--- config.mk ---
export PLATFORM = sky130hd
export DESIGN_NAME = rh_threshold_setpoint_output
export DESIGN_NICKNAME = d
export VERILOG_FILES = /design/src/rh_setpoint_pkg.sv /design/src/rh_repeat_timer.sv /design/src/rh_threshold_setpoint_output.sv
export VERILOG_INCLUDE_DIRS = /design/src /design/src/src
export SDC_FILE = /design/constraint.sdc
export NUM_CORES = 1
export LEC_CHECK = 0
export BUFFER_PORTS_ARGS = -buffer_cell sky130_fd_sc_hd__buf_2
export CAP_MARGIN = 40
export CORE_MARGIN = 2
export CORE_UTILIZATION = 39
export CTS_CLUSTER_DIAMETER = 40
export CTS_CLUSTER_SIZE = 10
export DETAILED_ROUTE_END_ITERATION = 8
export GPL_ROUTABILITY_DRIVEN = 0
export PLACE_DENSITY = 0.55
export SKIP_LAST_GASP = 1
export SLEW_MARGIN = 30
export SYNTH_ARGS = -nofsm -noshare
export SYNTH_HDL_FRONTEND = slang
export SYNTH_SLANG_ARGS = --single-unit
--- constraint.sdc ---
create_clock -name SYS_CLK -period 9.6 [get_ports SYS_CLK]
set_clock_uncertainty 0.15 [all_clocks]
set_input_delay 0.96 -clock SYS_CLK [delete_from_list [all_inputs] [get_ports SYS_CLK]]
set_output_delay 0.96 -clock SYS_CLK [all_outputs]
set_load 0.01 [all_outputs]
--- src/rh_setpoint_regs.svh ---
// constants for the humidity threshold setpoint output block
`ifndef RH_SETPOINT_REGS_SVH
`define RH_SETPOINT_REGS_SVH

// offset limits and default, tenths of a degree
`define OFFSET_MIN      (-10'sd300)
`define OFFSET_MAX      (10'sd300)
`define OFFSET_DEFAULT  (10'sd10)

// reference setpoint before any reception, tenths of a degree
`define REF_INIT_KELVIN     16'h0b72
`define REF_INIT_FAHRENHEIT 16'h02a8
`define REF_INIT_CELSIUS    16'h00c8

// repetition period limits and default, minutes
`define PERIOD_MIN      3'h1
`define PERIOD_MAX      3'h5
`define PERIOD_DEFAULT  3'h5

// timing: one second at a 20 ns clock
`define CLK_PERIOD_NS   20
`define SECOND_NS       1000000000
`define SECOND_CYCLES   (`SECOND_NS / `CLK_PERIOD_NS)
`define MINUTE_SECONDS  6'h3c

`endif

--- src/rh_setpoint_pkg.sv ---
// types for the humidity threshold setpoint output block
package rh_setpoint_pkg;

  // temperature format of the 2-byte output value
  typedef enum logic [1:0] {
    FMT_CELSIUS,
    FMT_KELVIN,
    FMT_FAHRENHEIT
  } format_t;

  // action taken on a threshold condition
  typedef enum logic [1:0] {
    ACT_NONE,
    ACT_CURRENT,
    ACT_REFERENCE
  } action_t;

  // which threshold condition is active
  typedef enum logic [1:0] {
    COND_NONE,
    COND_FIRST,
    COND_SECOND
  } cond_t;

endpackage : rh_setpoint_pkg

--- src/rh_repeat_timer.sv ---
// minute-based repetition timer for cyclic output sending
`timescale 1ns/1ps
`default_nettype none
`include "rh_setpoint_regs.svh"

module rh_repeat_timer #(
  parameter int SECOND_CYCLES = `SECOND_CYCLES
) (
  // clock and reset
  input  wire logic       clk,
  input  wire logic       rst_n,
  input  wire logic       ce,
  // control
  input  wire logic       run,
  input  wire logic       restart,
  input  wire logic [2:0] period,
  // expiry pulse
  output logic            fire
);

  logic [31:0] tick;
  logic [31:0] next_tick;
  logic [5:0]  sec;
  logic [5:0]  next_sec;
  logic [2:0]  mins;
  logic [2:0]  next_mins;
  logic        next_fire;

  // prescaler to seconds, seconds to minutes, minutes to period
  always_comb begin
    next_tick = tick;
    next_sec  = sec;
    next_mins = mins;
    next_fire = 1'b0;
    if (!run || restart) begin
      next_tick = 32'h0;
      next_sec  = 6'h0;
      next_mins = 3'h0;
    end else if (tick == 32'(SECOND_CYCLES - 1)) begin
      next_tick = 32'h0;
      if (sec == `MINUTE_SECONDS - 6'h1) begin
        next_sec = 6'h0;
        if (mins == period - 3'h1) begin
          next_mins = 3'h0;
          next_fire = 1'b1;
        end else begin
          next_mins = mins + 3'h1;
        end
      end else begin
        next_sec = sec + 6'h1;
      end
    end else begin
      next_tick = tick + 32'h1;
    end
  end

  // timer registers
  always_ff @(posedge clk or negedge rst_n) begin
    if (!rst_n) begin
      tick <= 32'h0;
      sec  <= 6'h0;
      mins <= 3'h0;
      fire <= 1'b0;
    end else if (ce) begin
      tick <= next_tick;
      sec  <= next_sec;
      mins <= next_mins;
      fire <= next_fire;
    end else begin
      fire <= 1'b0;
    end
  end

endmodule : rh_repeat_timer
`default_nettype wire

--- src/rh_threshold_setpoint_output.sv ---
// humidity threshold output in 2-byte setpoint format
//
// Summary of operation
// - the offset is a signed count of tenths, held within -300..+300, reset to +10.
// - each condition picks no effect, current plus offset or reference plus offset; second defaults to none, first to current.
// - the current-setpoint action sends the own setpoint plus the offset.
// - the reference action sends the last received reference plus the offset.
// - in kelvin format the reference is 293 K until one is received.
// - in Fahrenheit format the reference is 68 F until one is received.
// - every bus or auxiliary voltage return issues a read request on the reference object.
// - output goes on read, on change of active condition, cyclically, and on voltage return if a condition occurred.
// - while disabled, condition telegrams are suppressed but threshold tracking goes on.
// - cyclic repetition is selectable and off after reset.
// - the repetition period is 1 to 5 minutes, 5 after reset.
// - in Celsius format the reference is 20 C until one is received.
`timescale 1ns/1ps
`default_nettype none
`include "rh_setpoint_regs.svh"

module rh_threshold_setpoint_output #(
  parameter int SECOND_CYCLES = `SECOND_CYCLES
) (
  // clock, reset, enable
  input  wire logic        SYS_CLK,
  input  wire logic        NRST,
  input  wire logic        CE,
  // configuration, taken on CFG_LOAD
  input  wire logic        CFG_LOAD,
  input  wire logic [1:0]  CFG_FORMAT,
  input  wire logic [1:0]  CFG_ACTION_FIRST,
  input  wire logic [1:0]  CFG_ACTION_SECOND,
  input  wire logic [9:0]  CFG_OFFSET,
  input  wire logic        CFG_REPEAT_EN,
  input  wire logic [2:0]  CFG_REPEAT_MIN,
  // threshold state
  input  wire logic        THRESH_ENABLE,
  input  wire logic        FIRST_THRESHOLD_CONDITION,
  input  wire logic        SECOND_THRESHOLD_CONDITION,
  // setpoints
  input  wire logic [15:0] CUR_SETPOINT,
  input  wire logic        REF_WRITE,
  input  wire logic [15:0] REF_VALUE,
  // bus events
  input  wire logic        OUT_READ,
  input  wire logic        VOLTAGE_RETURN,
  // output telegram and reference read request
  output logic             SEND_STB,
  output logic [15:0]      SEND_VALUE,
  output logic             REF_READ_REQ,
  // status
  output logic [1:0]       ACTIVE_COND
);

  // clamp an offset into the legal range
  function automatic logic [9:0] clamp_offset(input logic [9:0] v);
    if ($signed(v) < `OFFSET_MIN) begin
      clamp_offset = `OFFSET_MIN;
    end else if ($signed(v) > `OFFSET_MAX) begin
      clamp_offset = `OFFSET_MAX;
    end else begin
      clamp_offset = v;
    end
  endfunction : clamp_offset

  // clamp a period into whole minutes 1..5
  function automatic logic [2:0] clamp_period(input logic [2:0] v);
    if (v < `PERIOD_MIN) begin
      clamp_period = `PERIOD_MIN;
    end else if (v > `PERIOD_MAX) begin
      clamp_period = `PERIOD_MAX;
    end else begin
      clamp_period = v;
    end
  endfunction : clamp_period

  // initial reference for each format
  function automatic logic [15:0] ref_init(input logic [1:0] f);
    case (f)
      rh_setpoint_pkg::FMT_KELVIN:     ref_init = `REF_INIT_KELVIN;
      rh_setpoint_pkg::FMT_FAHRENHEIT: ref_init = `REF_INIT_FAHRENHEIT;
      default:                         ref_init = `REF_INIT_CELSIUS;
    endcase
  endfunction : ref_init

  // configuration state
  rh_setpoint_pkg::format_t format;
  rh_setpoint_pkg::format_t next_format;
  rh_setpoint_pkg::action_t act_first;
  rh_setpoint_pkg::action_t next_act_first;
  rh_setpoint_pkg::action_t act_second;
  rh_setpoint_pkg::action_t next_act_second;
  logic [9:0]               offset;
  logic [9:0]               next_offset;
  logic                     repeat_en;
  logic                     next_repeat_en;
  logic [2:0]               period;
  logic [2:0]               next_period;

  // configuration: reset defaults, clamped load
  always_comb begin
    next_format     = format;
    next_act_first  = act_first;
    next_act_second = act_second;
    next_offset     = offset;
    next_repeat_en  = repeat_en;
    next_period     = period;
    if (CFG_LOAD) begin
      next_format     = rh_setpoint_pkg::format_t'(CFG_FORMAT);
      next_act_first  = rh_setpoint_pkg::action_t'(CFG_ACTION_FIRST);
      next_act_second = rh_setpoint_pkg::action_t'(CFG_ACTION_SECOND);
      next_offset     = clamp_offset(CFG_OFFSET);
      next_repeat_en  = CFG_REPEAT_EN;
      next_period     = clamp_period(CFG_REPEAT_MIN);
    end
  end

  // configuration registers
  always_ff @(posedge SYS_CLK or negedge NRST) begin
    if (!NRST) begin
      format     <= rh_setpoint_pkg::FMT_KELVIN;
      act_first  <= rh_setpoint_pkg::ACT_CURRENT;
      act_second <= rh_setpoint_pkg::ACT_NONE;
      offset     <= `OFFSET_DEFAULT;
      repeat_en  <= 1'b0;
      period     <= `PERIOD_DEFAULT;
    end else if (CE) begin
      format     <= next_format;
      act_first  <= next_act_first;
      act_second <= next_act_second;
      offset     <= next_offset;
      repeat_en  <= next_repeat_en;
      period     <= next_period;
    end
  end

  // reference and condition state
  logic [15:0]            ref_value;
  logic [15:0]            next_ref_value;
  logic                   ref_seen;
  logic                   next_ref_seen;
  rh_setpoint_pkg::cond_t cond;
  rh_setpoint_pkg::cond_t next_cond;
  logic                   changed;

  // reference capture and active condition tracking
  always_comb begin
    next_ref_value = ref_value;
    next_ref_seen  = ref_seen;
    next_cond      = cond;
    if (REF_WRITE) begin
      next_ref_value = REF_VALUE;
      next_ref_seen  = 1'b1;
    end
    // tracking runs even while disabled
    if (SECOND_THRESHOLD_CONDITION) begin
      next_cond = rh_setpoint_pkg::COND_SECOND;
    end else if (FIRST_THRESHOLD_CONDITION) begin
      next_cond = rh_setpoint_pkg::COND_FIRST;
    end
  end

  assign changed = (next_cond != cond);

  // reference and condition registers
  always_ff @(posedge SYS_CLK or negedge NRST) begin
    if (!NRST) begin
      ref_value <= 16'h0000;
      ref_seen  <= 1'b0;
      cond      <= rh_setpoint_pkg::COND_NONE;
    end else if (CE) begin
      ref_value <= next_ref_value;
      ref_seen  <= next_ref_seen;
      cond      <= next_cond;
    end
  end

  // cyclic repetition timer, restarted by every telegram
  logic fire;
  logic sent;

  rh_repeat_timer #(
    .SECOND_CYCLES (SECOND_CYCLES)
  ) u_timer (
    .clk     (SYS_CLK),
    .rst_n   (NRST),
    .ce      (CE),
    .run     (repeat_en),
    .restart (sent),
    .period  (period),
    .fire    (fire)
  );

  // value and trigger selection
  rh_setpoint_pkg::action_t act;
  logic [15:0]              base;
  logic [15:0]              value;
  logic                     want;
  logic                     next_stb;
  logic                     next_req;
  logic [15:0]              next_value;

  always_comb begin
    case (next_cond)
      rh_setpoint_pkg::COND_FIRST:  act = act_first;
      rh_setpoint_pkg::COND_SECOND: act = act_second;
      default:                      act = rh_setpoint_pkg::ACT_NONE;
    endcase
    if (act == rh_setpoint_pkg::ACT_REFERENCE) begin
      base = next_ref_seen ? next_ref_value : ref_init(format);
    end else begin
      base = CUR_SETPOINT;
    end
    value = base + {{6{offset[9]}}, offset};
    // read answered regardless of the enable; spontaneous sends need the enable
    want = OUT_READ
         | (THRESH_ENABLE & changed)
         | (THRESH_ENABLE & fire & repeat_en)
         | (THRESH_ENABLE & VOLTAGE_RETURN);
    next_stb   = want && (act != rh_setpoint_pkg::ACT_NONE);
    next_value = next_stb ? value : SEND_VALUE;
    next_req   = VOLTAGE_RETURN;
  end

  assign sent        = next_stb; // restart on the telegram's own edge
  assign ACTIVE_COND = cond;

  // output registers
  always_ff @(posedge SYS_CLK or negedge NRST) begin
    if (!NRST) begin
      SEND_STB     <= 1'b0;
      SEND_VALUE   <= 16'h0000;
      REF_READ_REQ <= 1'b0;
    end else if (CE) begin
      SEND_STB     <= next_stb;
      SEND_VALUE   <= next_value;
      REF_READ_REQ <= next_req;
    end
  end

endmodule : rh_threshold_setpoint_output
`default_nettype wire

Yosys cells after proc, flatten, opt, wreduce, memory -nomap -nowiden

Cells that the tools add are included.

Input port bits: 62
Output and inout bits: 20
Logic and storage cells: 77
Flip-flop bits (word level): 99

Equal/unequal tests: 9
Bitwise logic cells: 7
Mux-type cells: 26
Magnitude comparators: 4
Add/sub/neg operators: 5
Reduce and logical (&&, ||, !) cells: 10

Operators with widths:

| operator                                                           | count |
|---|---|
| 32-bit two-way mux                                                 | 2 |
| 16-bit two-way mux                                                 | 3 |
| 32-bit by 1-bit adder with 32-bit output (second input constant)   | 1 |
| 32-bit by 26-bit == test with 1-bit output (second input constant) | 1 |
| 12-bit one-hot mux with 2 select lines                             | 1 |
| 10-bit two-way mux                                                 | 2 |
| 3-bit two-way mux                                                  | 6 |
| 6-bit two-way mux                                                  | 3 |
| 16-bit adder                                                       | 1 |
| 10-bit greater-than comparator (second input constant)             | 1 |
| 10-bit < comparator (second input constant)                        | 1 |
| 6-bit by 1-bit adder with 6-bit output (second input constant)     | 1 |
| 2-bit == test (second input constant)                              | 3 |
| 6-bit == test (second input constant)                              | 1 |
| 1-bit two-way mux                                                  | 6 |
| 2-bit AND reduction                                                | 3 |
| 2-bit nonzero test                                                 | 3 |
| 1-bit AND                                                          | 4 |
| 2-bit by 1-bit == test with 1-bit output (second input constant)   | 2 |
| 2-bit two-way mux                                                  | 2 |
| 2-bit one-hot mux with 2 select lines                              | 1 |
| 3-bit by 1-bit adder with 3-bit output (second input constant)     | 1 |
| 3-bit == test                                                      | 1 |
| 3-bit greater-than comparator (second input constant)              | 1 |
| other kinds (8)                                                    | 10 |

Depth between registers and ports, before layout

Gate-level depths: netlist of run 1.

Word-level depth: 11
Depth in mapped cells: 18
Gate-level depth less buffers: 17

Cells and area by module

A second synthesis of run 1 with hierarchy kept.

Cell total of the unflattened synthesis: 597
Area total of the unflattened synthesis: 5753.0 µm²

Modules (own cells, without submodules):

| module                       | times used | area an instance (µm²) | sequential area each (µm²) | cells each |
|---|---|---|---|---|
| rh_threshold_setpoint_output | 1          | 3444.6                 | 1433.9                     | 359 |
| rh_repeat_timer              | 1          | 2308.5                 | 1051.0                     | 238 |

Worst setup path after synthesis of run 1

Ideal clock, no wire load.

Path type: input port to flip-flop
Start: in FIRST_THRESHOLD_CONDITION
End: reg SEND_VALUE[12]
Stages on the path: 17
Buffers on the path: 1
Setup slack: 5.302 ns
Data arrival time: 4.083 ns
Setup time: 0.065 ns
Required time: 9.385 ns
Cells stage by stage: nor2_1 -> or2_2 -> ha_1 -> a221oi_1 -> nand2_1 -> clkbuf_1 -> nand2_1 -> o21ai_0 -> ha_1 -> fa_1 -> a21oi_1 -> o21ai_0 -> a211oi_1 -> nor2_1 -> a211oi_1 -> mux2i_1 -> o211a_1

Longest elaborated chain between the ends: 9
Elaborated cells between the ends (all ways): 16
Classes of those cells: 1 x add/sub; 4 x eq/ne; 4 x mux; 4 x bitwise; 3 x reduce/logical

Ends and longest elaborated chain:

| what                                                                 | line                                | text |
|---|---|---|
| start: declaration                                                   | rh_threshold_setpoint_output.sv:37  | `input wire logic FIRST_THRESHOLD_CONDITION,` |
| 2-bit two-way mux *                                                  | rh_threshold_setpoint_output.sv:157 | `end else if (FIRST_THRESHOLD_CONDITION) begin` |
| 2-bit two-way mux *                                                  | rh_threshold_setpoint_output.sv:155 | `if (SECOND_THRESHOLD_CONDITION) begin` |
| parallel branches: the longest is 7 deep, another holds 16-bit adder | n/a                                 |  |
| end signal: assignment                                               | rh_threshold_setpoint_output.sv:235 | `SEND_VALUE <= next_value;` |
| end: declaration                                                     | rh_threshold_setpoint_output.sv:48  | `output logic [15:0] SEND_VALUE,` |

Every way passes the cells marked *.
A chain may end at the register's enable or synchronous reset.

Worst setup path after layout of run 1

Start: in SECOND_THRESHOLD_CONDITION
End: reg SEND_VALUE[12]

Longest elaborated chain between the ends: 8
Elaborated cells between the ends (all ways): 15
Classes of those cells: 1 x add/sub; 4 x eq/ne; 3 x mux; 4 x bitwise; 3 x reduce/logical

Ends and longest elaborated chain:

| what                                                                 | line                                | text |
|---|---|---|
| start: declaration                                                   | rh_threshold_setpoint_output.sv:38  | `input wire logic SECOND_THRESHOLD_CONDITION,` |
| 2-bit two-way mux *                                                  | rh_threshold_setpoint_output.sv:155 |  |
| parallel branches: the longest is 7 deep, another holds 16-bit adder | n/a                                 |  |

Marks and branches as above.

==> impl_metrics.env, run 1 <==
export IMPL_ctsHoldBuffers=0
export IMPL_startpoint_type="input pin"
export IMPL_setup_tns_ns=0
export IMPL_ys_top_cells_by_area="dfrtp_1, o21ai_0, mux2_2, nand2_1, ha_1"
export IMPL_grt_pass1_vias=4584
export IMPL_path_max_fanout=7
export IMPL_io_pins=82
export IMPL_min_path_cells=2
export IMPL_final_min_clock_period_ns=4.30
export IMPL_ir_worst_vdd_uv=86.1
export IMPL_syn_inst=614
export IMPL_fillCellCount=1404
export IMPL_hold_path_end="offset[3]$_DFFE_PN1P_"
export IMPL_hold_viol=0
export IMPL_clkSlewWorstSetupHoldPaths_ns=0.06
export IMPL_crit_type="in2reg"
export IMPL_required_ns=9.73
export IMPL_run_status="finished clean"
export IMPL_cts_tree="done"
export IMPL_total_power_uw=1200
export IMPL_syn_area_um2=5690
export IMPL_hold_class="reg2reg"
export IMPL_dieArea_um2=15600
export IMPL_routed_via_density=5.27
export IMPL_ys_seq_elements=99
export IMPL_ctsResizeCount=0
export IMPL_drive_gt1_frac=0.210
export IMPL_dp_cells=862
export IMPL_hp_start="offset[3]$_DFFE_PN1P_"
export IMPL_ant_nets=0
export IMPL_ff2ff_path_depth=16
export IMPL_clk_latency_ns=0.34
export IMPL_clockBufferDepth=2
export IMPL_multiInputGateArea_um2=3040
export IMPL_powerDensity_nw_per_um2=181
export IMPL_cts_sinks=99
export IMPL_relSlewSlack=0.511
export IMPL_drv_slew=0
export IMPL_remaining_drc_errors=0
export IMPL_period_share=0.448
export IMPL_synth_async_sr_flop_share=1.00
export IMPL_rsz0062_at_grt="false"
export IMPL_endpoint_kind="register"
export IMPL_grt_max_degree=40
export IMPL_seq_area_um2=2480
export IMPL_post_cts_buffers=0
export IMPL_hpwlAfterDp_mm=10.5
export IMPL_core_area_um2=14400
export IMPL_drt_pass1_iter_count=4
export IMPL_yosysWarnings=0
export IMPL_vias=4642
export IMPL_synth_top_area_frac=0.409
export IMPL_maxCapViolCount=0
export IMPL_area_growth_pct=16.2
export IMPL_nets=778
export IMPL_wirelength_mm=13.6
export IMPL_r2r_slack_ns=5.61
export IMPL_gr_total_overflow=0
export IMPL_worstReg2RegEnd="SEND_VALUE[12]$_DFFE_PN0P_"
export IMPL_synth_enable_flop_cells=0
export IMPL_avgRoutedWirePerCell_um=15.5
export IMPL_cts_inserted_buffers=9
export IMPL_antenna_found_initial=4
export IMPL_grt_usage=0.179
export IMPL_portBuffers=81
export IMPL_ys_seq_area_frac=0.436
export IMPL_drt_iter0_drc=188
export IMPL_row_count=44
export IMPL_yosysTopAreaCell="dfrtp_1"
export IMPL_setup_viol=0
export IMPL_timing_rr_start="ACTIVE_COND[0]$_DFFE_PN0P_"
export IMPL_power_leakage_uw=0.00305
export IMPL_arrival_ns=4.44
export IMPL_chipWidth_um=125
export IMPL_htree_levels=3
export IMPL_fmax_ghz=0.232
export IMPL_worstSetupStartpoint="SECOND_THRESHOLD_CONDITION"
export IMPL_synth_net_count=701
export IMPL_synthFlopType="dfrtp_1"
export IMPL_cts_root_buf="clkbuf_16"
export IMPL_final_cells=881
export IMPL_synth_area_per_cell_um2=9.27
export IMPL_ys_types=58
export IMPL_worst_pin_slew_ns=0.731
export IMPL_initial_core_util=0.395
export IMPL_fp_dieH_um=125
export IMPL_grt_pass1_wl_mm=22.6
-- flip-flops by register name, indices dropped and copies added (netlist names), 3 cells and up --
name          cells
ref_value        16
period            3
SEND_VALUE       16
u_timer.sec       6
offset           10
u_timer.tick     32
u_timer.mins      3
-- cells by family (layout without fill, tap and decap cells) --
| family | count (synthesis) | after routing | share of synthesized area |
|---|---|---|---|
| compound gates | 143 | 143 | 0.147 |
| xor+xnor | 39 | 39 | 0.0626 |
| fa+ha+maj | 27 | 27 | 0.0598 |
| buf+inv | 42 | 123 | 0.0297 |
| flops | 99 | 99 | 0.436 |
| mux | 36 | 36 | 0.0716 |
| other cells | 0 | 2 | 0 |
| simple gates | 228 | 228 | 0.192 |
-- cells in the final DEF (no fill, tap or decap), types with 3 or more instances in the layout --
cell type  netlist  routed
dfrtp_1         93      93
a22oi_1          7       7
nor2_1          56      56
buf_4            0       4
a31oi_1          3       3
a211oi_1         4       4
a21oi_1         40      39
ha_1            24      24
or3_1            6       6
and3_1           9       9
clkbuf_16        0       9
nand2b_1         7       7
and2_1           5       5
nand3_1         19      19
xnor2_1         22      22
nor4b_1          3       3
xor2_1          16      16
nand4_1         12      12
o21ai_0         63      63
and4_1           3       3
buf_2            3      80
nand2_1         84      84
nor3_1           7       7
a21o_1           3       3
mux2_2          28      28
o31ai_1          3       3
nor2b_1          5       5
dfstp_2          6       6
mux2i_1          7       7
a22o_1           3       3
inv_1           21      21
-- layer usage --
metal	vias up	routed length (µm)	GRT usage	part of all wire
met4	4	274	0.0490	0.020
li1	2313	-	-	-
met5	-	21	0	0.0015
met3	23	621	0.0541	0.046
met1	2231	6010	0.220	0.44
met2	71	6700	0.307	0.49
-- worst max-delay path: stages --
cell      delay (ns)
buf_2           0.12
or2_2           0.32
ha_1            0.32
a221oi_1        0.21
nand2_1         0.23
nand2_1         0.11
o21ai_0         0.09
ha_1            0.23
fa_1            0.42
a21oi_1         0.23
o21ai_0         0.15
a211oi_1        0.26
nor2_1          0.12
a211oi_1        0.31
mux2i_1         0.21
o211a_1         0.15
-- metrics by stage --
stage                      util  hold slack, ns  worst slack, ns  area [µm²]
after detailed placement  0.436           0.301             4.45        6290
after CTS                 0.456           0.312             4.81        6580
final                     0.459           0.307             5.30        6620
after global placement    0.435           0.299             4.65        6270
after floorplan               -           0.287             5.30        5690
after global routing      0.458           0.327             4.93        6610
-- Yosys cell counts (2+ instances only) --
library cell   n
buf_2          3
a32o_1         2
a21oi_1       40
nor4_1         2
maj3_1         2
a31oi_1        3
and4_1         3
nor4b_1        3
nor2_1        56
a22o_1         3
o21a_1         2
ha_1          24
dfstp_2        6
nor2b_1        5
a22oi_1        7
o31ai_2        2
clkbuf_1      16
a211oi_1       4
xor2_1        16
nor3_1         7
o21ai_0       63
mux2_2        28
and3_1         9
nand2_1       84
a221oi_1       2
nand4_1       12
nand2b_1       7
or2_2          2
inv_1         21
and2_1         5
a21o_1         3
dfrtp_1       93
o211ai_1       2
xnor2_1       22
nand3_1       19
mux2i_1        7
o31ai_1        3
or3_1          6
-- report_power, final --
part / internal [µW] / total [µW] / switching, µW
logic: 139 / 319 / 180
clock network: 215 / 364 / 150
registers: 478 / 514 / 35.8
-- how the worst max path moves through the flow --
stage / to / cells after the start
after floorplan: SEND_VALUE[12]$_DFFE_PN0P_ / 17
after detailed placement: SEND_VALUE[12]$_DFFE_PN0P_ / 16
final: SEND_VALUE[12]$_DFFE_PN0P_ / 16
after global placement: SEND_VALUE[12]$_DFFE_PN0P_ / 16
after global routing: SEND_VALUE[12]$_DFFE_PN0P_ / 16
after CTS: SEND_VALUE[12]$_DFFE_PN0P_ / 16
-- area by class of cell --
| class | count | share of cell area |
|---|---|---|
| Antenna cell | 2 | 0.000757 |
| Clock buffer | 13 | 0.0393 |
| Clock inverter | 2 | 0.00530 |
| Inverter | 21 | 0.0119 |
| Multi-Input combinational cell | 473 | 0.460 |
| Sequential cell | 99 | 0.376 |
| Tap cell | 184 | 0.0348 |
| Timing Repair Buffer | 87 | 0.0721 |
(Power assumes the default switching activity.)
==> run 2, diff against run 1 <==
--- a/config.mk
+++ b/config.mk
@@ -6,6 +6,7 @@
 export SDC_FILE = /design/constraint.sdc
 export NUM_CORES = 1
 export LEC_CHECK = 0
+export ABC_AREA = 1
 export BUFFER_PORTS_ARGS = -buffer_cell sky130_fd_sc_hd__buf_2
 export CAP_MARGIN = 40
 export CORE_MARGIN = 2
@@ -14,7 +15,7 @@
 export CTS_CLUSTER_SIZE = 10
 export DETAILED_ROUTE_END_ITERATION = 8
 export GPL_ROUTABILITY_DRIVEN = 0
-export PLACE_DENSITY = 0.55
+export PLACE_DENSITY = 0.57
 export SKIP_LAST_GASP = 1
 export SLEW_MARGIN = 30
 export SYNTH_ARGS = -nofsm -noshare
==> constraint.sdc (replaced) <==
create_clock -name SYS_CLK -period 3.8 [get_ports SYS_CLK]
set_clock_uncertainty 0.15 [all_clocks]
set_input_delay 0.38 -clock SYS_CLK [delete_from_list [all_inputs] [get_ports SYS_CLK]]
set_output_delay 0.38 -clock SYS_CLK [all_outputs]
set_load 0.01 [all_outputs]
==> run 2 against run 1 <==
Net effect:
- critical path depth grew 3
- register-to-register slack worse by 5.2 ns
- total power rose to 2.7 times the previous value
- combinational power increased to 2.7 times the previous value
- sequential power rose to 2.5 times the previous value
- critical endpoint is now SEND_VALUE[11]$_DFFE_PN0P_
==> impl_metrics.env, run 2 <==
export IMPL_run_status="finished clean"
export IMPL_endpoint_kind="register"
export IMPL_remaining_drc_errors=0
export IMPL_clockBufferDepth=2
export IMPL_nets=1024
export IMPL_clkSlewWorstSetupHoldPaths_ns=0.07
export IMPL_syn_inst=854
export IMPL_ys_types=46
export IMPL_synth_commonest_cells="nand2_1, dfrtp_1, nor2_1"
export IMPL_ys_top_cells_by_area="dfrtp_1, nand2_1, nor2_1, ha_1, nand3_1"
export IMPL_layout_common_cells="nand2_1, dfrtp_1, nor2_1"
export IMPL_required_ns=3.90
export IMPL_portBuffers=81
export IMPL_core_area_um2=15900
export IMPL_rsz0062_at_grt="false"
export IMPL_synth_compound_area_frac=0.105
export IMPL_drt_iter0_drc=369
export IMPL_ant_nets=0
export IMPL_gr_total_overflow=0
export IMPL_worst_pin_slew_ns=0.751
export IMPL_synth_net_count=941
export IMPL_final_cells=1158
export IMPL_critPathMostFrequentCell="nand2_1"
export IMPL_grt_max_degree=57
export IMPL_muxShareOfSynthArea=0.0231
export IMPL_post_cts_buffers=0
export IMPL_postLayoutSetupSlackWorst_ns=0.381
export IMPL_ys_seq_elements=99
export IMPL_final_common_cell="nand2_1"
export IMPL_post_route_util=0.461
export IMPL_path_buf_inv=3
export IMPL_period_share=0.900
export IMPL_cts_tree="done"
export IMPL_hpwlAfterDp_mm=12.3
export IMPL_top_regs="u_timer.tick x32, SEND_VALUE x16, ref_value x16"
export IMPL_routed_via_density=4.90
export IMPL_path_max_fanout=4
export IMPL_fmax_ghz=0.293
export IMPL_avgRoutedWirePerCell_um=13.8
export IMPL_crit_path_top_delay_cell="dfrtp_1"
export IMPL_arrival_ns=3.51
export IMPL_synth_most_common_cell="nand2_1"
export IMPL_htree_levels=3
export IMPL_final_min_clock_period_ns=3.42
export IMPL_cts_sinks=99
export IMPL_drive_gt1_frac=0.178
export IMPL_chipWidth_um=132
export IMPL_synth_adder_area_share=0.0505
export IMPL_relSlewSlack=0.498
export IMPL_powerDensity_nw_per_um2=437
export IMPL_drt_pass1_iter_count=5
export IMPL_synth_area_per_cell_um2=7.43
export IMPL_initial_core_util=0.400
export IMPL_vias=5676
export IMPL_row_count=46
export IMPL_cts_root_buf="clkbuf_16"
export IMPL_largest_reg_flops=32
export IMPL_yosysTopAreaCell="dfrtp_1"
export IMPL_ir_worst_vdd_uv=229
export IMPL_hold_viol=0
export IMPL_synth_async_sr_flop_share=1.00
export IMPL_grt_pass1_vias=5260
export IMPL_cp_cell_sequence="inv_1 -> o21ai_1 -> ha_1 -> inv_1 -> nand2_1 -> nor2_1 -> o21ai_0 -> o21ai_0 -> buf_4 -> ha_1 -> nand3_1 -> nand2_1 -> nand2_1 -> nand2_1 -> nand2_1 -> nand2_1 -> or2_2 -> nand3_1 -> nand2_1"
export IMPL_area_growth_pct=15.3
export IMPL_crit_type="reg2reg"
export IMPL_power_leakage_uw=0.00350
export IMPL_max_stage_delay_ns=0.38
export IMPL_grt_pass1_wl_mm=26.6
export IMPL_critPathTopFamily="simple AND/OR/NAND/NOR gates"
export IMPL_synthFlopType="dfrtp_1"
export IMPL_syn_area_um2=6350
export IMPL_synth_top_family_by_area="simple AND/OR/NAND/NOR gates"
export IMPL_antenna_found_initial=0
export IMPL_drv_slew=0
export IMPL_hold_class="in2reg"
export IMPL_io_pins=82
export IMPL_dieArea_um2=17300
export IMPL_yosysWarnings=0
export IMPL_synth_top_area_frac=0.367
export IMPL_num_antenna_cells=0
export IMPL_top_register="u_timer.tick"
export IMPL_yosys_area_share_simple=0.332
export IMPL_ys_seq_area_frac=0.391
export IMPL_setup_tns_ns=0
export IMPL_wirelength_mm=16.0
export IMPL_clk_latency_ns=0.35
export IMPL_startpoint_type="register"
export IMPL_synth_enable_flop_cells=0
export IMPL_synthXorXnorAreaFrac=0.0386
export IMPL_setup_viol=0
export IMPL_cts_inserted_buffers=9
export IMPL_total_power_uw=3200
export IMPL_maxCapViolCount=0
export IMPL_pre_cts_slack_ns=0.182
export IMPL_dp_cells=1141
export IMPL_fp_dieH_um=132
export IMPL_grt_usage=0.189
-- run 2: cell types whose count changed after synthesis, moves of 8 or more --
cell     before  now
a21oi_1      40   28
and3_1        9    0
inv_1        21   60
inv_2         0    8
mux2_2       28   13
nand2_1      84  262
nand3_1      19   59
nor2_1       56   93
nor2_2        0   15
nor3_1        7   15
o21ai_0      63   52
o21ai_1       0   11
xnor2_1      22   11
-- run 2: path summary, 6_finish.rpt --
kind                                       startpoint                     endpoint  slack, ns  cells past startpoint
min reg2reg                  act_first[0]$_DFFE_PN1P_     act_first[0]$_DFFE_PN1P_       0.32                      2
max reg2reg                ACTIVE_COND[1]$_DFFE_PN0P_   SEND_VALUE[11]$_DFFE_PN0P_       0.38                     19
min                              CFG_ACTION_SECOND[1]    act_second[1]$_DFFE_PN0P_       0.07                      3
max in group asynchronous                        NRST     act_first[0]$_DFFE_PN1P_       2.18                      3
max                        ACTIVE_COND[1]$_DFFE_PN0P_   SEND_VALUE[11]$_DFFE_PN0P_       0.38                     19
min in group asynchronous                        NRST  u_timer.mins[0]$_DFFE_PN0P_       0.47                      2
-- run 2: logic make-up after synthesis --
kind of cell,Yosys count
buf+inv,89
compound gates,118
simple gates,482
flops,99
mux,13
xor+xnor,28
fa+ha+maj,25
-- run 2: what timing repair did --
action | in CTS | in global routing
hold endpoints to repair | 49 | 0
gates resized for setup | 0 | 4
hold buffers | 1 | 0
endpoints found under the setup margin | 0 | 10
-- run 2: power breakdown --
| group | switching (µW) | leakage (µW) | total (µW) | internal [µW] |
|---|---|---|---|---|
| sequential | 96.4 | 0.00126 | 1310 | 1220 |
| combinational | 520 | 0.00208 | 870 | 349 |
| clock | 416 | 0.000156 | 1020 | 602 |
| total | 1030 | 0.00350 | 3200 | 2170 |
-- run 2: routing by layer --
layer,wire (µm),up-vias,global-route usage
li1,-,2968,-
met5,0,-,0
met3,641,23,0.0270
met2,6840,115,0.281
met4,294,0,0.0592
met1,8190,2570,0.283
-- run 2: worst reg2reg max path: cells and delay by family (launching register included) --
family / cells / cell delay (ns)
flops: 1 / 0.38
simple gates: 11 / 1.18
fa+ha+maj: 2 / 0.50
buf+inv: 3 / 0.36
compound gates: 3 / 0.74
-- run 2: cell type report --
cell class                 count  area [µm²]
timing repair buffer          91         485
sequential                    99        2480
clock buffer                  13         250
tap                          216         270
multi-input combinational    666        3490
fill                        1671        8570
inverter                      70         265
clock inverter                 3        71.3
-- run 2: metrics by stage --
stage | cell area (µm²) | hold WS [ns]
final | 7320 | 0.0682
after global routing | 7320 | 0.0796
after CTS | 7310 | 0.0602
after detailed placement | 6980 | 0.308
after global placement | 6980 | 0.309
after floorplan | 6350 | -0.0656
